File: config.mk
export PLATFORM = sky130hd
export DESIGN_NAME = cpag_transfer_addr_gen
export DESIGN_NICKNAME = d
export VERILOG_FILES = /design/src/cpag_pkg.sv /design/src/cpag_addr_if.sv /design/src/cpag_offset_calc.sv /design/src/cpag_transfer_addr_gen.sv
export VERILOG_INCLUDE_DIRS = /design/src
export SDC_FILE = /design/constraint.sdc
export NUM_CORES = 1
export LEC_CHECK = 0
export BUFFER_PORTS_ARGS = -buffer_cell sky130_fd_sc_hd__clkbuf_2
export CELL_PAD_IN_SITES_DETAIL_PLACEMENT = 1
export CELL_PAD_IN_SITES_GLOBAL_PLACEMENT = 1
export CORE_AREA = 2 2 131 133
export DETAILED_ROUTE_END_ITERATION = 7
export DIE_AREA = 0 0 133 135
export GPL_TIMING_DRIVEN = 0
export HOLD_SLACK_MARGIN = 0.05
export PLACE_DENSITY_LB_ADDON = 0.1
export REMOVE_ABC_BUFFERS = 1
export SYNTH_ARGS = -nofsm -noshare
export SYNTH_HDL_FRONTEND = slang
export SYNTH_SLANG_ARGS = --single-unit
File: constraint.sdc
create_clock -name CLOCK -period 5.1 [get_ports CLOCK]
set_clock_uncertainty 0.1 [all_clocks]
set_input_delay 1.02 -clock CLOCK [delete_from_list [all_inputs] [get_ports CLOCK]]
set_output_delay 1.02 -clock CLOCK [all_outputs]
set_load 0.03 [all_outputs]
File: src/cpag_params.svh
`ifndef CPAG_PARAMS_SVH
`define CPAG_PARAMS_SVH
`define CPAG_PC_AHEAD      32'h0000_0008
`define CPAG_WORD_STEP     32'h0000_0004
`define CPAG_OFS_SHIFT     2
`define CPAG_PC_REG        4'hf
`define CPAG_PC_LO         2
`define CPAG_PC_HI         25
`define CPAG_CNT_W         5
`define CPAG_CNT_ONE       5'h01
`define CPAG_PC_MASK       32'h03ff_fffc
`endif

File: src/cpag_pkg.sv
package cpag_pkg;
  typedef logic [31:0] cpag_word_t;
  typedef logic [3:0]  cpag_reg_t;
  typedef logic [7:0]  cpag_ofs_t;
  typedef enum logic [1:0] {CPAG_IDLE, CPAG_XFER} cpag_state_e;
endpackage : cpag_pkg

File: src/cpag_addr_if.sv
`timescale 1ns/1ps
`default_nettype none
interface cpag_addr_if;
  import cpag_pkg::*;
  cpag_word_t base;
  cpag_ofs_t  ofs;
  logic       up;
  logic       pre;
  cpag_word_t xfer_addr;
  cpag_word_t new_base;
  modport calc (input base, ofs, up, pre, output xfer_addr, new_base);
  modport user (output base, ofs, up, pre, input xfer_addr, new_base);
endinterface : cpag_addr_if
`default_nettype wire

File: src/cpag_offset_calc.sv
`timescale 1ns/1ps
`default_nettype none
`include "cpag_params.svh"
module cpag_offset_calc (
  cpag_addr_if.calc a
);
  import cpag_pkg::*;
  cpag_word_t word_ofs;
  cpag_word_t moved;
  // Offset field is unsigned magnitude; direction picks add or subtract
  assign word_ofs = {22'h0, a.ofs, 2'b00};
  assign moved    = a.up ? a.base + word_ofs : a.base - word_ofs;
  assign a.xfer_addr = a.pre ? moved : a.base;
  assign a.new_base  = moved;
endmodule : cpag_offset_calc
`default_nettype wire

File: src/cpag_transfer_addr_gen.sv
// Contract
// - Pre-index: address is base plus signed offset
// - Zero offset pre-index uses base directly
// - Pre-index writes back only when requested
// - Post-index: base is address, offset after
// - Post-index always writes modified base back
// - PC base reads eight bytes ahead
// - Offset within 1024 bytes, word multiple
// - Scale eight-bit field by four, direction signed
// - Index bit picks pre/post; write-back bit stores
// - Following words step up four bytes
// - PC base excludes status flag bits
`timescale 1ns/1ps
`default_nettype none
`include "cpag_params.svh"
module cpag_transfer_addr_gen (
  input  wire logic              CLOCK,
  input  wire logic              SRST,
  input  wire logic              START,
  input  wire cpag_pkg::cpag_reg_t  BASE_SEL,
  input  wire cpag_pkg::cpag_word_t BASE_VALUE,
  input  wire cpag_pkg::cpag_word_t INSTR_ADDR,
  input  wire cpag_pkg::cpag_ofs_t  OFFSET,
  input  wire logic              UP,
  input  wire logic              PRE_INDEX,
  input  wire logic              WRITE_BACK,
  input  wire logic [4:0]        WORD_COUNT,
  output logic                   ADDR_VALID,
  output cpag_pkg::cpag_word_t   ADDR,
  output logic                   LAST,
  output logic                   WB_VALID,
  output cpag_pkg::cpag_reg_t    WB_REG,
  output cpag_pkg::cpag_word_t   WB_VALUE,
  output logic                   BUSY
);
  import cpag_pkg::*;
  cpag_addr_if ai ();
  cpag_state_e state_ff;
  cpag_word_t  pc_base;
  logic [`CPAG_CNT_W-1:0] left_ff;
  logic        do_wb;
  // PC carries flags in the upper and lower bits; only the address field is used
  assign pc_base = {6'h00, INSTR_ADDR[`CPAG_PC_HI:`CPAG_PC_LO], 2'b00}
                   + `CPAG_PC_AHEAD;
  assign ai.base = (BASE_SEL == `CPAG_PC_REG) ? pc_base : BASE_VALUE;
  assign ai.ofs  = OFFSET;
  assign ai.up   = UP;
  assign ai.pre  = PRE_INDEX;
  assign do_wb   = !PRE_INDEX || WRITE_BACK;
  cpag_offset_calc u_calc (.a(ai));
  logic start_ok;
  assign start_ok = START && (state_ff == CPAG_IDLE);
  always_ff @(posedge CLOCK) begin
    if (SRST) begin
      state_ff <= CPAG_IDLE;
      left_ff  <= '0;
    end else begin
      unique case (state_ff)
        CPAG_IDLE: begin
          if (START && WORD_COUNT > `CPAG_CNT_ONE) begin
            state_ff <= CPAG_XFER;
            left_ff  <= WORD_COUNT - `CPAG_CNT_ONE;
          end
        end
        CPAG_XFER: begin
          left_ff <= left_ff - `CPAG_CNT_ONE;
          if (left_ff == `CPAG_CNT_ONE) begin
            state_ff <= CPAG_IDLE;
          end
        end
      endcase
    end
  end
  always_ff @(posedge CLOCK) begin
    if (SRST) begin
      ADDR_VALID <= 1'b0;
      ADDR       <= '0;
      LAST       <= 1'b0;
    end else if (start_ok) begin
      ADDR_VALID <= 1'b1;
      ADDR       <= ai.xfer_addr;
      LAST       <= (WORD_COUNT <= `CPAG_CNT_ONE);
    end else if (state_ff == CPAG_XFER) begin
      ADDR_VALID <= 1'b1;
      ADDR       <= ADDR + `CPAG_WORD_STEP;
      LAST       <= (left_ff == `CPAG_CNT_ONE);
    end else begin
      ADDR_VALID <= 1'b0;
      LAST       <= 1'b0;
    end
  end
  // Base update once, alongside the first address, never per word
  always_ff @(posedge CLOCK) begin
    if (SRST) begin
      WB_VALID <= 1'b0;
      WB_REG   <= '0;
      WB_VALUE <= '0;
    end else begin
      WB_VALID <= start_ok && do_wb;
      if (start_ok) begin
        WB_REG   <= BASE_SEL;
        WB_VALUE <= ai.new_base;
      end
    end
  end
  always_ff @(posedge CLOCK) begin
    if (SRST) begin
      BUSY <= 1'b0;
    end else begin
      BUSY <= (start_ok && WORD_COUNT > `CPAG_CNT_ONE)
              || (state_ff == CPAG_XFER && left_ff != `CPAG_CNT_ONE);
    end
  end
  // Independent address model for the checks: built from the ports, not from the datapath
  cpag_word_t ref_base;
  cpag_word_t ref_ofs;
  cpag_word_t ref_moved;
  cpag_word_t ref_addr;
  assign ref_base  = (BASE_SEL == `CPAG_PC_REG)
                     ? (INSTR_ADDR & `CPAG_PC_MASK) + `CPAG_PC_AHEAD
                     : BASE_VALUE;
  assign ref_ofs   = 32'(OFFSET) << `CPAG_OFS_SHIFT;
  assign ref_moved = UP ? ref_base + ref_ofs : ref_base - ref_ofs;
  assign ref_addr  = PRE_INDEX ? ref_moved : ref_base;
  // Words seen since the accepted start, held against the requested count
  logic [`CPAG_CNT_W-1:0] seen_ff;
  logic [`CPAG_CNT_W-1:0] want_ff;
  always_ff @(posedge CLOCK) begin
    if (SRST) begin
      seen_ff <= '0;
    end else if (start_ok) begin
      seen_ff <= '0;
    end else if (ADDR_VALID) begin
      seen_ff <= seen_ff + `CPAG_CNT_ONE;
    end
  end
  always_ff @(posedge CLOCK) begin
    if (SRST) begin
      want_ff <= '0;
    end else if (start_ok) begin
      want_ff <= (WORD_COUNT > `CPAG_CNT_ONE) ? WORD_COUNT : `CPAG_CNT_ONE;
    end
  end
  property p_first_addr;
    @(posedge CLOCK) disable iff (SRST)
      start_ok |=> ADDR_VALID && ADDR == $past(ai.xfer_addr);
  endproperty
  a_first_addr: assert property (p_first_addr) else $error("first address wrong");
  property p_post_base;
    @(posedge CLOCK) disable iff (SRST)
      start_ok && !PRE_INDEX |=> ADDR == $past(ai.base) && WB_VALID;
  endproperty
  a_post_base: assert property (p_post_base) else $error("post index wrong");
  property p_pre_nowb;
    @(posedge CLOCK) disable iff (SRST)
      start_ok && PRE_INDEX && !WRITE_BACK |=> !WB_VALID;
  endproperty
  a_pre_nowb: assert property (p_pre_nowb) else $error("unwanted write-back");
  property p_step;
    @(posedge CLOCK) disable iff (SRST)
      ADDR_VALID && !LAST |=> ADDR_VALID && ADDR == $past(ADDR) + `CPAG_WORD_STEP;
  endproperty
  a_step: assert property (p_step) else $error("word step wrong");
  property p_wb_once;
    @(posedge CLOCK) disable iff (SRST)
      state_ff == CPAG_XFER |=> !WB_VALID;
  endproperty
  a_wb_once: assert property (p_wb_once) else $error("double write-back");
  property p_wb_val;
    @(posedge CLOCK) disable iff (SRST)
      start_ok && do_wb |=> WB_VALUE == $past(ai.new_base);
  endproperty
  a_wb_val: assert property (p_wb_val) else $error("write-back value wrong");
  property p_pc;
    @(posedge CLOCK) disable iff (SRST)
      start_ok && BASE_SEL == `CPAG_PC_REG && !PRE_INDEX |=>
        ADDR == {6'h00, $past(INSTR_ADDR[`CPAG_PC_HI:`CPAG_PC_LO]), 2'b00} + `CPAG_PC_AHEAD;
  endproperty
  a_pc: assert property (p_pc) else $error("pc base wrong");
  property p_zero_ofs;
    @(posedge CLOCK) disable iff (SRST)
      start_ok && PRE_INDEX && OFFSET == 8'h00 |=> ADDR == $past(ai.base);
  endproperty
  a_zero_ofs: assert property (p_zero_ofs) else $error("zero offset moved base");
  property p_ref_addr;
    @(posedge CLOCK) disable iff (SRST)
      start_ok |=> ADDR_VALID && ADDR == $past(ref_addr);
  endproperty
  a_ref_addr: assert property (p_ref_addr) else $error("address differs from model");
  property p_ref_wb;
    @(posedge CLOCK) disable iff (SRST)
      start_ok && (!PRE_INDEX || WRITE_BACK) |=>
        WB_VALID && WB_VALUE == $past(ref_moved) && WB_REG == $past(BASE_SEL);
  endproperty
  a_ref_wb: assert property (p_ref_wb) else $error("base update differs from model");
  property p_pre_wb;
    @(posedge CLOCK) disable iff (SRST)
      start_ok && PRE_INDEX && WRITE_BACK |=> WB_VALID && WB_VALUE == ADDR;
  endproperty
  a_pre_wb: assert property (p_pre_wb) else $error("pre-index base update wrong");
  property p_count;
    @(posedge CLOCK) disable iff (SRST)
      ADDR_VALID && LAST |-> seen_ff == want_ff - `CPAG_CNT_ONE;
  endproperty
  a_count: assert property (p_count) else $error("word count wrong");
  property p_single;
    @(posedge CLOCK) disable iff (SRST)
      start_ok && WORD_COUNT <= `CPAG_CNT_ONE |=> ADDR_VALID && LAST && !BUSY;
  endproperty
  a_single: assert property (p_single) else $error("single transfer not last");
  property p_last_busy;
    @(posedge CLOCK) disable iff (SRST)
      ADDR_VALID && LAST |-> !BUSY;
  endproperty
  a_last_busy: assert property (p_last_busy) else $error("busy on last word");
  // A start during a burst must neither restart the address nor update the base
  property p_refuse;
    @(posedge CLOCK) disable iff (SRST)
      START && state_ff == CPAG_XFER |=>
        !WB_VALID && ADDR_VALID && ADDR == $past(ADDR) + `CPAG_WORD_STEP;
  endproperty
  a_refuse: assert property (p_refuse) else $error("start taken during burst");
  c_pre_wb: cover property (@(posedge CLOCK) start_ok && PRE_INDEX && WRITE_BACK);
  c_post: cover property (@(posedge CLOCK) start_ok && !PRE_INDEX);
  c_long: cover property (@(posedge CLOCK) ADDR_VALID && !LAST ##1 ADDR_VALID && LAST);
  c_refused: cover property (@(posedge CLOCK) START && state_ff == CPAG_XFER);
  c_back: cover property (@(posedge CLOCK) start_ok ##1 start_ok);
endmodule : cpag_transfer_addr_gen
`default_nettype wire

## After elaboration in Yosys (flattened, before gate mapping)

Cells that the tools add are included.

| operators by class | value |
|---|---|
| add/sub/neg operators | 6 |
| magnitude comparators | 2 |
| equal/unequal tests | 6 |
| multiplexer cells | 14 |
| reductions and logical operators | 11 |

Operators with widths:

| kind | number |
|---|---|
| two-way mux 32 bit | 5 |
| adder 32 x 10 -> 32 bit | 1 |
| adder 32 x 3 -> 32 bit (second input constant) | 1 |
| subtractor 32 x 10 -> 32 bit | 1 |
| adder 26 x 4 -> 27 bit (second input constant) | 1 |
| case mux 5 bit (2 select lines) | 1 |
| subtractor 5 x 1 -> 5 bit (second input constant) | 2 |
| == test 5 x 1 -> 1 bit (second input constant) | 1 |
| greater-than comparator 5 x 1 -> 1 bit (second input constant) | 1 |
| <= comparator 5 x 1 -> 1 bit (second input constant) | 1 |
| logical AND 1 bit | 5 |
| two-way mux 5 bit | 1 |
| inequality test 5 x 1 -> 1 bit (second input constant) | 1 |
| == test 4 bit (second input constant) | 1 |
| two-way mux 1 bit | 4 |
| two-way mux 2 bit | 2 |
| case mux 2 bit (2 select lines) | 1 |
| == test 2 x 1 -> 1 bit (second input constant) | 1 |
| zero test 2 bit | 1 |
| logical OR 1 bit | 2 |
| inequality test 2 x 1 -> 1 bit (second input constant) | 1 |
| inequality test 2 bit (second input constant) | 1 |
| AND reduction 2 bit | 1 |
| nonzero test 2 bit | 1 |
| zero test 1 bit | 1 |

| word-level totals | value |
|---|---|
| bits in registers | 79 |
| bits of input ports | 87 |
| logic and storage cells | 48 |

## Longest topological paths before layout

Gate-level depths: netlist (run 1).

| depth | value |
|---|---|
| depth after elaboration | 6 |
| depth in mapped cells | 18 |
| gate-level depth less buffers | 17 |

## Modules after synthesis

A second synthesis (run 1) with hierarchy kept.

| second synthesis, totals | value |
|---|---|
| cells, all modules | 1,008 |
| area total of the unflattened synthesis | 7,358.3 µm² |

By module, submodules not included:

| module | times used | cells each | area each (µm²) | seq. area each (µm²) |
|---|---|---|---|---|
| cpag_transfer_addr_gen | 1 | 624 | 4,625.7 | 1,561.5 |
| cpag_offset_calc | 1 | 384 | 2,732.6 | 0.0 |

## Worst setup path before layout (run 1)

Ideal clock, no wire load.

| timing | value |
|---|---|
| path kind | input port to flip-flop |
| start | input BASE_SEL[1] |
| end | register ADDR[30] |
| data arrival time | 4.276 ns |
| data required time | 4.905 ns |
| slack | 0.629 ns |
| stages | 15 |
| buffers on the path | 2 |
| cells stage by stage | nand4_1 > clkbuf_1 > clkbuf_1 > mux2_2 > ha_1 > fa_1 > a211oi_1 > o211ai_1 > a21oi_1 > o31ai_1 > a21oi_1 > o21ai_2 > a211oi_2 > xor2_1 > a221oi_1 |

| between the ends | value |
|---|---|
| word-level cells in the longest chain between the ends | 6 |
| elaborated cells between the ends (all ways) | 7 |

RTL lines:

| what | line | text |
|---|---|---|
| start, declared | cpag_transfer_addr_gen.sv:20 | `input wire cpag_pkg::cpag_reg_t BASE_SEL,` |
| == test 4 bit (no source line) * | - |  |
| two-way mux 32 bit * | - |  |
| subtractor 32 x 10 -> 32 bit or adder 32 x 10 -> 32 bit (tied branches) | - |  |
| two-way mux 32 bit | cpag_offset_calc.sv:12 | `assign moved = a.up ? a.base + word_ofs : a.base - word_ofs;` |
| two-way mux 32 bit * | cpag_offset_calc.sv:13 | `assign a.xfer_addr = a.pre ? moved : a.base;` |
| two-way mux 32 bit * | cpag_transfer_addr_gen.sv:79 | `end else if (start_ok) begin` |
| end signal, assigned | cpag_transfer_addr_gen.sv:81 | `ADDR <= ai.xfer_addr;` |
| end signal, assigned | cpag_transfer_addr_gen.sv:85 | `` ADDR <= ADDR + `CPAG_WORD_STEP; `` |
| end, declared | cpag_transfer_addr_gen.sv:29 | `output cpag_pkg::cpag_word_t ADDR,` |

Every way passes the cells marked *; elsewhere a longest branch is shown, timed or not.
A chain may end at the register's enable or synchronous reset.

## Worst setup path in the final report (run 1)

| timing | value |
|---|---|
| start | input INSTR_ADDR[5] |
| end | register ADDR[31] |

| between the ends | value |
|---|---|
| word-level cells in the longest chain between the ends | 6 |
| elaborated cells between the ends (all ways) | 7 |

RTL lines:

| what | line | text |
|---|---|---|
| start, declared | cpag_transfer_addr_gen.sv:22 | `input wire cpag_pkg::cpag_word_t INSTR_ADDR,` |
| adder 26 x 4 -> 27 bit (no source line) * | - |  |
| two-way mux 32 bit * | - |  |
| subtractor 32 x 10 -> 32 bit or adder 32 x 10 -> 32 bit (tied branches) | - |  |
| two-way mux 32 bit * | cpag_offset_calc.sv:12 |  |
| two-way mux 32 bit * | cpag_offset_calc.sv:13 |  |
| two-way mux 32 bit * | cpag_transfer_addr_gen.sv:79 |  |

Marks and branches as above.

==> results of run 1 <==
-- worst paths after layout --
kind / from / to / depth (start not counted)
worst max-delay path: INSTR_ADDR[5] / ADDR[31]$_SDFFE_PP0P_ / 17
worst min register to register: WB_VALUE[5]$_SDFFE_PP0P_ / WB_VALUE[5]$_SDFFE_PP0P_ / 2
worst min-delay path: WB_VALUE[5]$_SDFFE_PP0P_ / WB_VALUE[5]$_SDFFE_PP0P_ / 2
worst max register to register: state_ff[0]$_SDFFE_PP0P_ / ADDR[31]$_SDFFE_PP0P_ / 8
-- through the flow --
step	setup WS, ps	hold WS (ps)	area (um2)	utilization
2_1_floorplan	-78.9	435	6130	-
3_3_place_gp	-1850	343	7150	0.436
3_5_place_dp	-153	350	7260	0.442
4_1_cts	104	358	7550	0.460
5_1_grt	125	373	7560	0.461
6_report	432	352	7560	0.461
-- synth_stat cells, types with 2 or more instances --
library cell | instances | area share
a21oi_1 | 90 | 0.071
nand4b_1 | 2 | 0.0028
and4_1 | 2 | 0.0028
o21bai_1 | 2 | 0.0024
o21ai_2 | 2 | 0.0028
nor4_1 | 2 | 0.0020
nor2_1 | 95 | 0.056
o31ai_1 | 5 | 0.0059
a22o_1 | 2 | 0.0028
a221oi_1 | 8 | 0.011
nor2_2 | 2 | 0.0020
and3_1 | 12 | 0.012
nand2b_1 | 4 | 0.0040
buf_1 | 5 | 0.0030
nor3_1 | 12 | 0.0095
o21a_1 | 4 | 0.0048
clkbuf_1 | 35 | 0.021
or2_2 | 4 | 0.0040
o211ai_1 | 9 | 0.011
o21ai_1 | 5 | 0.0040
a21o_1 | 7 | 0.0083
nand4_1 | 11 | 0.011
and2_1 | 7 | 0.0069
nand3_1 | 34 | 0.027
o211ai_2 | 2 | 0.0040
xnor2_1 | 33 | 0.046
dfxtp_1 | 78 | 0.25
a211oi_1 | 23 | 0.027
ha_1 | 38 | 0.075
a311oi_1 | 3 | 0.0042
a31oi_1 | 4 | 0.0040
xor2_1 | 42 | 0.058
nand2_1 | 136 | 0.081
inv_1 | 24 | 0.014
mux2i_1 | 12 | 0.019
mux2_2 | 10 | 0.018
o21ai_0 | 48 | 0.038
nand3b_1 | 5 | 0.0059
or3_1 | 4 | 0.0040
a41oi_2 | 2 | 0.0052
buf_2 | 4 | 0.0032
-- power groups by stage --
stage | clock (W) | combinational (W) | sequential [W]
floorplan | 0 | 0.000438 | 0.000851
detailed placement | 0 | 0.000814 | 0.000754
finish | 0.000659 | 0.000817 | 0.000740
CTS | 0.000666 | 0.000821 | 0.000741
global route | 0.000695 | 0.000898 | 0.000751
global placement | 0 | 0.000800 | 0.000752
-- critical path: cells and delay by family --
family,cells,cell delay [ps]
AO/OA/AOI/OAI,6,1180
XOR/XNOR,1,140
adder cells (fa/ha/maj),1,370
buffers and inverters,1,130
AND/OR/NAND/NOR,8,1900
-- metal layers --
layer  wire length (um)  track usage  share of wire  vias to the layer above
met2              10100        0.419           0.47                      168
met4                368       0.0663          0.017                        0
met3               1190       0.0334          0.055                       23
met1               9880        0.316           0.46                     3123
met5                  0            0              0                        -
li1                   -            -              -                     3304
-- layout make-up --
type	instances	area, um2
clock buffers	10	229
clock inverters	6	62.6
fillers	2124	8840
inverters	25	93.8
multi-input cells	714	4490
flip-flops and latches	78	1560
well taps	220	275
repair buffers	156	851
-- cell families after synthesis --
family,Yosys count,synth area share
adder cells (fa/ha/maj),39,0.0785
buffers and inverters,71,0.0442
AND/OR/NAND/NOR,343,0.249
AO/OA/AOI/OAI,234,0.236
multiplexers,22,0.0369
flip-flops,78,0.247
XOR/XNOR,76,0.108
-- state kept, by name (all words and copies together), names as in the netlist --
signal and cells:
WB_VALUE 32, BUSY 1, WB_REG 4, WB_VALID 1
ADDR 32, left_ff 5, LAST 1, ADDR_VALID 1
state_ff 1
-- repair_timing --
item | 4_1_cts | 5_1_grt
resized for setup | 0 | 1
buffers inserted | 0 | 1
setup endpoints to repair | 0 | 9
hold endpoints to repair | 0 | 0
==> metrics, run 1 <==
leading register cell type out of synthesis dfxtp_1; Worst-Margin Slew about 1100 ps; Antenna diodes 0; Clk pwr share 0.297; io pins 159; Site Rows 47; Seq/Total Area, Yosys 0.247; flop2flop setup slack a little under 2000 ps; Fin. Hold Viols 0; Syn Inst Count 863; CP Class in2reg; Max Cap Viol 0; slowest CP cell nor3_2; min Tclk post-route 4670 ps; Die W around 130 um; Seq cells post-synth 78; first-pass GRT wire length roughly 34000 um; FFs w/ async S/R, synth 0; Slew Viols, Final 0; Yosys warning count 0; vias in the first global route about 6.5k; clock transition at the registers of the reported paths roughly 60 ps; most frequent cells in the layout clkbuf_2 (149), nand2_1 (135), nor2_1 (94); Starting Density 0.385; DP HPWL ~17000 um; RSZ-0062 raised after global routing false; CP endpoint kind flip-flop; Leakage roughly 3.2 nW; setup TNS 0 ps; DR vias about 6.6k; non-filler cells in the finished layout around 1.2k; gr usage total 0.242; GP Congestion 0.871; layout cell share with drive strength beyond 1 0.212; Net Sw Frac 0.394; Power Total about 0.0022 W; Cell variety after synth 75; Clock Latency Late Sink about 350 ps; final cycle utilization of the critical path 0.915; crit-path cells clkbuf_2, nand3_1, nor3_2, and3_1, nand2_1, xor2_1, o21ai_0, ha_1, nand2_1, nor2_1, nand3_1, o21ai_0, a41oi_1, a21oi_1, or2_2, a211oi_1, o311ai_0; Buffers on Ports 150; Max Freq between 200 and 250 MHz; crit path max fanout 6; Post-synth EDFFs 0; DRT iter0 DRCs between 200 and 300; Worst path max stage delay 460 ps; placed cell count around 1.2k; number of antenna-violating nets in the routed design 0; CTS tree yes; initial antenna violation count 0; HP Class reg2reg; Worst VDD drop ~0.17 mV; Internal Pwr Total ~0.0013 W; data arrival time of the critical path about 4800 ps; H-tree Lvls 3; vias per cell 5.47; PD cells just under 300 nW/um2; drt pass-1 iters 4; largest net degree at the start of global routing 47; Mean Syn Cell Area between 7 and 8 um2; Setup crit start kind input pin; final-stage net count ~1.1k; CTS root buf clkbuf_16; net switching power figure a little under 0.0009 W; Core ar. 16400 um2; outcome finished, final reports clean; leading cell type in the layout, fill and taps excluded clkbuf_2; die area 18000 um2; CTS Buf Count 9; Seq pwr share 0.334; Logic pwr share 0.369; Post-Route WL roughly 22000 um; die height roughly 140 um; endpoints failing setup 0; Hold Buf Count CTS 0; grt total ovfl 0; detailed-route wire length per cell approximately 18 um; Bufs on Longest Clock Path 2; Syn-to-layout area delta 19.8%; Slew headroom 0.272; worst endpoint required time 5190 ps; Remaining DRCs 0; # clock sinks 78; Post-Syn Area 6310 um2
(Power assumes the default switching activity.)
==> run 2: changes to the inputs <==
--- a/config.mk
+++ b/config.mk
@@ -6,12 +6,13 @@
 export SDC_FILE = /design/constraint.sdc
 export NUM_CORES = 1
 export LEC_CHECK = 0
+export ABC_AREA = 1
 export BUFFER_PORTS_ARGS = -buffer_cell sky130_fd_sc_hd__clkbuf_2
 export CELL_PAD_IN_SITES_DETAIL_PLACEMENT = 1
 export CELL_PAD_IN_SITES_GLOBAL_PLACEMENT = 1
-export CORE_AREA = 2 2 131 133
+export CORE_AREA = 2 2 144 146
 export DETAILED_ROUTE_END_ITERATION = 7
-export DIE_AREA = 0 0 133 135
+export DIE_AREA = 0 0 146 148
 export GPL_TIMING_DRIVEN = 0
 export HOLD_SLACK_MARGIN = 0.05
 export PLACE_DENSITY_LB_ADDON = 0.1
==> run 2 against run 1 <==
Compared with the run above: die area is 20% higher; combinational power up 6.6%; critical path depth grew 4; sequential power fell by 0.7%; utilization is 1.8 points lower; clock power rose by 6.7%; hold slack better by 14 ps; power is 4.1% higher; register-to-register slack improved by 160 ps; clock-buffer cell count fell by 1.
==> metrics, run 2 <==
outcome finished, final reports clean (unchanged); top cells by area, synth dfxtp_1 (21%), nand2_1 (19%), inv_1 (10%) (was dfxtp_1 (25%), nand2_1 (8.1%), ha_1 (7.5%)); Remaining DRCs 0 (unchanged); DP HPWL 22800 um (was 16500 um); first-pass GRT wire length 45600 um (was 34300 um); r2r endpoint ADDR[26]$_SDFFE_PP0P_ (was ADDR[31]$_SDFFE_PP0P_); detailed-route wire length per cell 16.4 um (was 17.8 um); Bufs on Longest Clock Path 2 (unchanged); number of antenna-violating nets in the routed design 0 (unchanged); Seq pwr share 0.318 (was 0.334); final-stage net count 1574 (was 1110); Syn-to-layout area delta 17.9% (was 19.8%); Seq/Total Area, Yosys 0.207 (was 0.247); Slew headroom 0.312 (was 0.272); most frequent cells in the layout nand2_1 (378), inv_1 (207), nor2_1 (156) (was clkbuf_2 (149), nand2_1 (135), nor2_1 (94)); Syn Inst Count 1320 (was 863); RSZ-0062 raised after global routing false (unchanged); Post-Route WL 28300 um (was 21500 um); Clk pwr share 0.304 (was 0.297); biggest regs ADDR: 32 flops, WB_VALUE: 32 flops, left_ff: 5 flops (unchanged); vias in the first global route 8800 (was 6503); worst flop-to-flop path startpoint state_ff[0]$_SDFFE_PP0P_ (unchanged); final instance area 8870 um2 (was 7560 um2); Worst R2R Path Depth 8 (unchanged); Slew Viols, Final 0 (unchanged); flop2flop setup slack 2120 ps (was 1960 ps); Synth top area share 0.207 (was 0.247); Leakage 4.65 nW (was 3.25 nW); DR vias 8846 (was 6618); Fin. Hold Viols 0 (unchanged); largest net degree at the start of global routing 48 (was 47); multi-input logic area 5010 um2 (was 4490 um2); Worst-Margin Slew 1030 ps (was 1090 ps); min Tclk post-route 4560 ps (was 4670 ps); DRT iter0 DRCs 359 (was 274); grt total ovfl 0 (unchanged); data arrival time of the critical path 4750 ps (was 4760 ps); cell with the most instances after synthesis nand2_1 (unchanged); gr usage total 0.265 (was 0.242); # clock sinks 78 (unchanged); Yosys warning count 0 (unchanged); post-synth top area cell dfxtp_1 (unchanged); layout cell share with drive strength beyond 1 0.147 (was 0.212); net switching power figure 0.000976 W (was 0.000874 W); die area 21600 um2 (was 18000 um2); clock transition at the registers of the reported paths 70 ps (was 60 ps); CTS root buf clkbuf_16 (unchanged); Internal Pwr Total 0.00133 W (was 0.00134 W); Mean Syn Cell Area 5.70 um2 (was 7.31 um2); Worst VDD drop 0.167 mV (was 0.168 mV); Core ar. 20000 um2 (was 16400 um2); Hold Buf Count CTS 0 (unchanged); Buffers on Ports 150 (unchanged); hold_ws 366 ps (was 352 ps); die height 148 um (was 135 um); post-CTS setup buffers 0 (unchanged); PD cells 260 nW/um2 (was 293 nW/um2); Clock Latency Late Sink 350 ps (about the same); Antenna diodes 0 (unchanged); crit path max fanout 36 (was 6); GP Congestion 0.913 (was 0.871); Net Sw Frac 0.423 (was 0.394); Filler Cells Inserted 2882 (was 2124); HP Class reg2reg (unchanged); Max Freq 219 MHz (was 214 MHz); final cycle utilization of the critical path 0.893 (was 0.915); Cell variety after synth 45 (was 75); H-tree Lvls 3 (unchanged); drt pass-1 iters 5 (was 4); CP endpoint kind flip-flop (unchanged); Setup crit start kind input pin (unchanged); io pins 159 (unchanged); worst setup path endpoint ADDR[25]$_SDFFE_PP0P_ (was ADDR[31]$_SDFFE_PP0P_); Max Cap Viol 0 (unchanged); Commonest cells post-synth nand2_1 (378), inv_1 (209), nor2_1 (157), nand3_1 (106), dfxtp_1 (78) (was nand2_1 (136), nor2_1 (95), a21oi_1 (90), dfxtp_1 (78), o21ai_0 (48)); Post-Syn Area 7530 um2 (was 6310 um2); Site Rows 52 (was 47); Power Total 0.00231 W (was 0.00222 W); Logic pwr share 0.377 (was 0.369); CTS Buf Count 9 (unchanged); CP Class in2reg (unchanged); initial antenna violation count 0 (unchanged); worst endpoint required time 5290 ps (was 5190 ps); leading register cell type out of synthesis dfxtp_1 (unchanged); endpoints failing setup 0 (unchanged); FFs w/ async S/R, synth 0 (unchanged); Die W 146 um (was 133 um); Cell Area, Placed 8560 um2 (was 7260 um2); leading cell type in the layout, fill and taps excluded nand2_1 (was clkbuf_2); CTS tree yes (unchanged); Seq cells post-synth 78 (unchanged); FF/Latch Area 1560 um2 (about the same); vias per cell 5.13 (was 5.47); Post-synth EDFFs 0 (unchanged); Worst Setup SP BASE_SEL[1] (was INSTR_ADDR[5]); Starting Density 0.376 (was 0.385)
-- run 2: cell types whose count changed after synthesis, sizes merged, moves of 22 or more --
cell    before  now
a211oi      24    2
xor2        42   17
nand3       35  106
nand2      136  386
nor2        97  166
inv         24  216
-- run 2: per-stage QoR --
stage	instances	setup slack, ps	util	setup TNS, ps
after floorplan	1283	-747	-	-22320
after global routing	1723	252	0.443	0
after CTS	1723	220	0.443	0
final	1723	543	0.443	0
after global placement	1703	-4740	0.423	-200370
after detailed placement	1707	-137	0.427	-480
-- run 2: cell type report --
| type | count | area share |
|---|---|---|
| well taps | 270 | 0.0381 |
| clock buffers | 9 | 0.0254 |
| multi-input cells | 987 | 0.565 |
| inverters | 218 | 0.0927 |
| clock inverters | 7 | 0.00917 |
| flip-flops and latches | 78 | 0.176 |
| repair buffers | 154 | 0.0939 |
-- run 2: metal layers --
metal	share of wire	vias to the layer above	GRT usage	routed length, um
li1	-	4477	-	-
met1	0.48	4161	0.352	13600
met2	0.46	169	0.449	13000
met3	0.036	39	0.0349	1030
met4	0.023	0	0.0791	653
met5	0	-	0	0
-- run 2: power groups by stage --
| stage | clock, W | sequential, W | combinational (W) |
|---|---|---|---|
| floorplan | 0 | 0.000837 | 0.000477 |
| global placement | 0 | 0.000746 | 0.000846 |
| detailed placement | 0 | 0.000748 | 0.000866 |
| CTS | 0.000718 | 0.000735 | 0.000871 |
| global route | 0.000746 | 0.000744 | 0.000970 |
| finish | 0.000703 | 0.000735 | 0.000871 |
-- run 2: kinds of logic after synthesis --
kind of cell    synth area share
flops                      0.207
fa+ha+maj                 0.0658
simple gates               0.416
xor+xnor                  0.0349
buf+inv                    0.128
compound gates             0.148
-- run 2: worst min-delay path by stage --
| stage | start | endpoint | slack [ps] | cells after the start |
|---|---|---|---|---|
| 6_report | ADDR[0]$_SDFFE_PP0P_ | ADDR[0]$_SDFFE_PP0P_ | 370 | 2 |
| 3_3_place_gp | WB_VALUE[1]$_SDFFE_PP0P_ | WB_VALUE[1]$_SDFFE_PP0P_ | 360 | 2 |
| 3_5_place_dp | ADDR[0]$_SDFFE_PP0P_ | ADDR[0]$_SDFFE_PP0P_ | 360 | 2 |
| 4_1_cts | ADDR[0]$_SDFFE_PP0P_ | ADDR[0]$_SDFFE_PP0P_ | 370 | 2 |
| 2_1_floorplan | left_ff[4]$_SDFFE_PP0P_ | left_ff[4]$_SDFFE_PP0P_ | 350 | 2 |
| 5_1_grt | ADDR[0]$_SDFFE_PP0P_ | ADDR[0]$_SDFFE_PP0P_ | 390 | 2 |
-- run 2: what timing repair did --
| action | CTS | global route |
|---|---|---|
| resized for setup | 0 | 1 |
| hold endpoints to repair | 0 | 0 |
| setup endpoints to repair | 0 | 8 |
-- run 2: critical path, cell delays in order --
cell        delay [ps]
clkbuf_2            90
nand4_1            430
buf_8              250
clkinvlp_4         460
nor2_1             250
inv_1               70
nand2_1            170
inv_1               70
ha_1               400
nand2_1            110
nor2_1             240
nand2_1            150
nor2_1             130
nand2_1             90
nand3_1            100
nand2_1             50
nand2_1            150
nor2_1              60
nor2_1             290
nor2_1              70
nor2_1              80
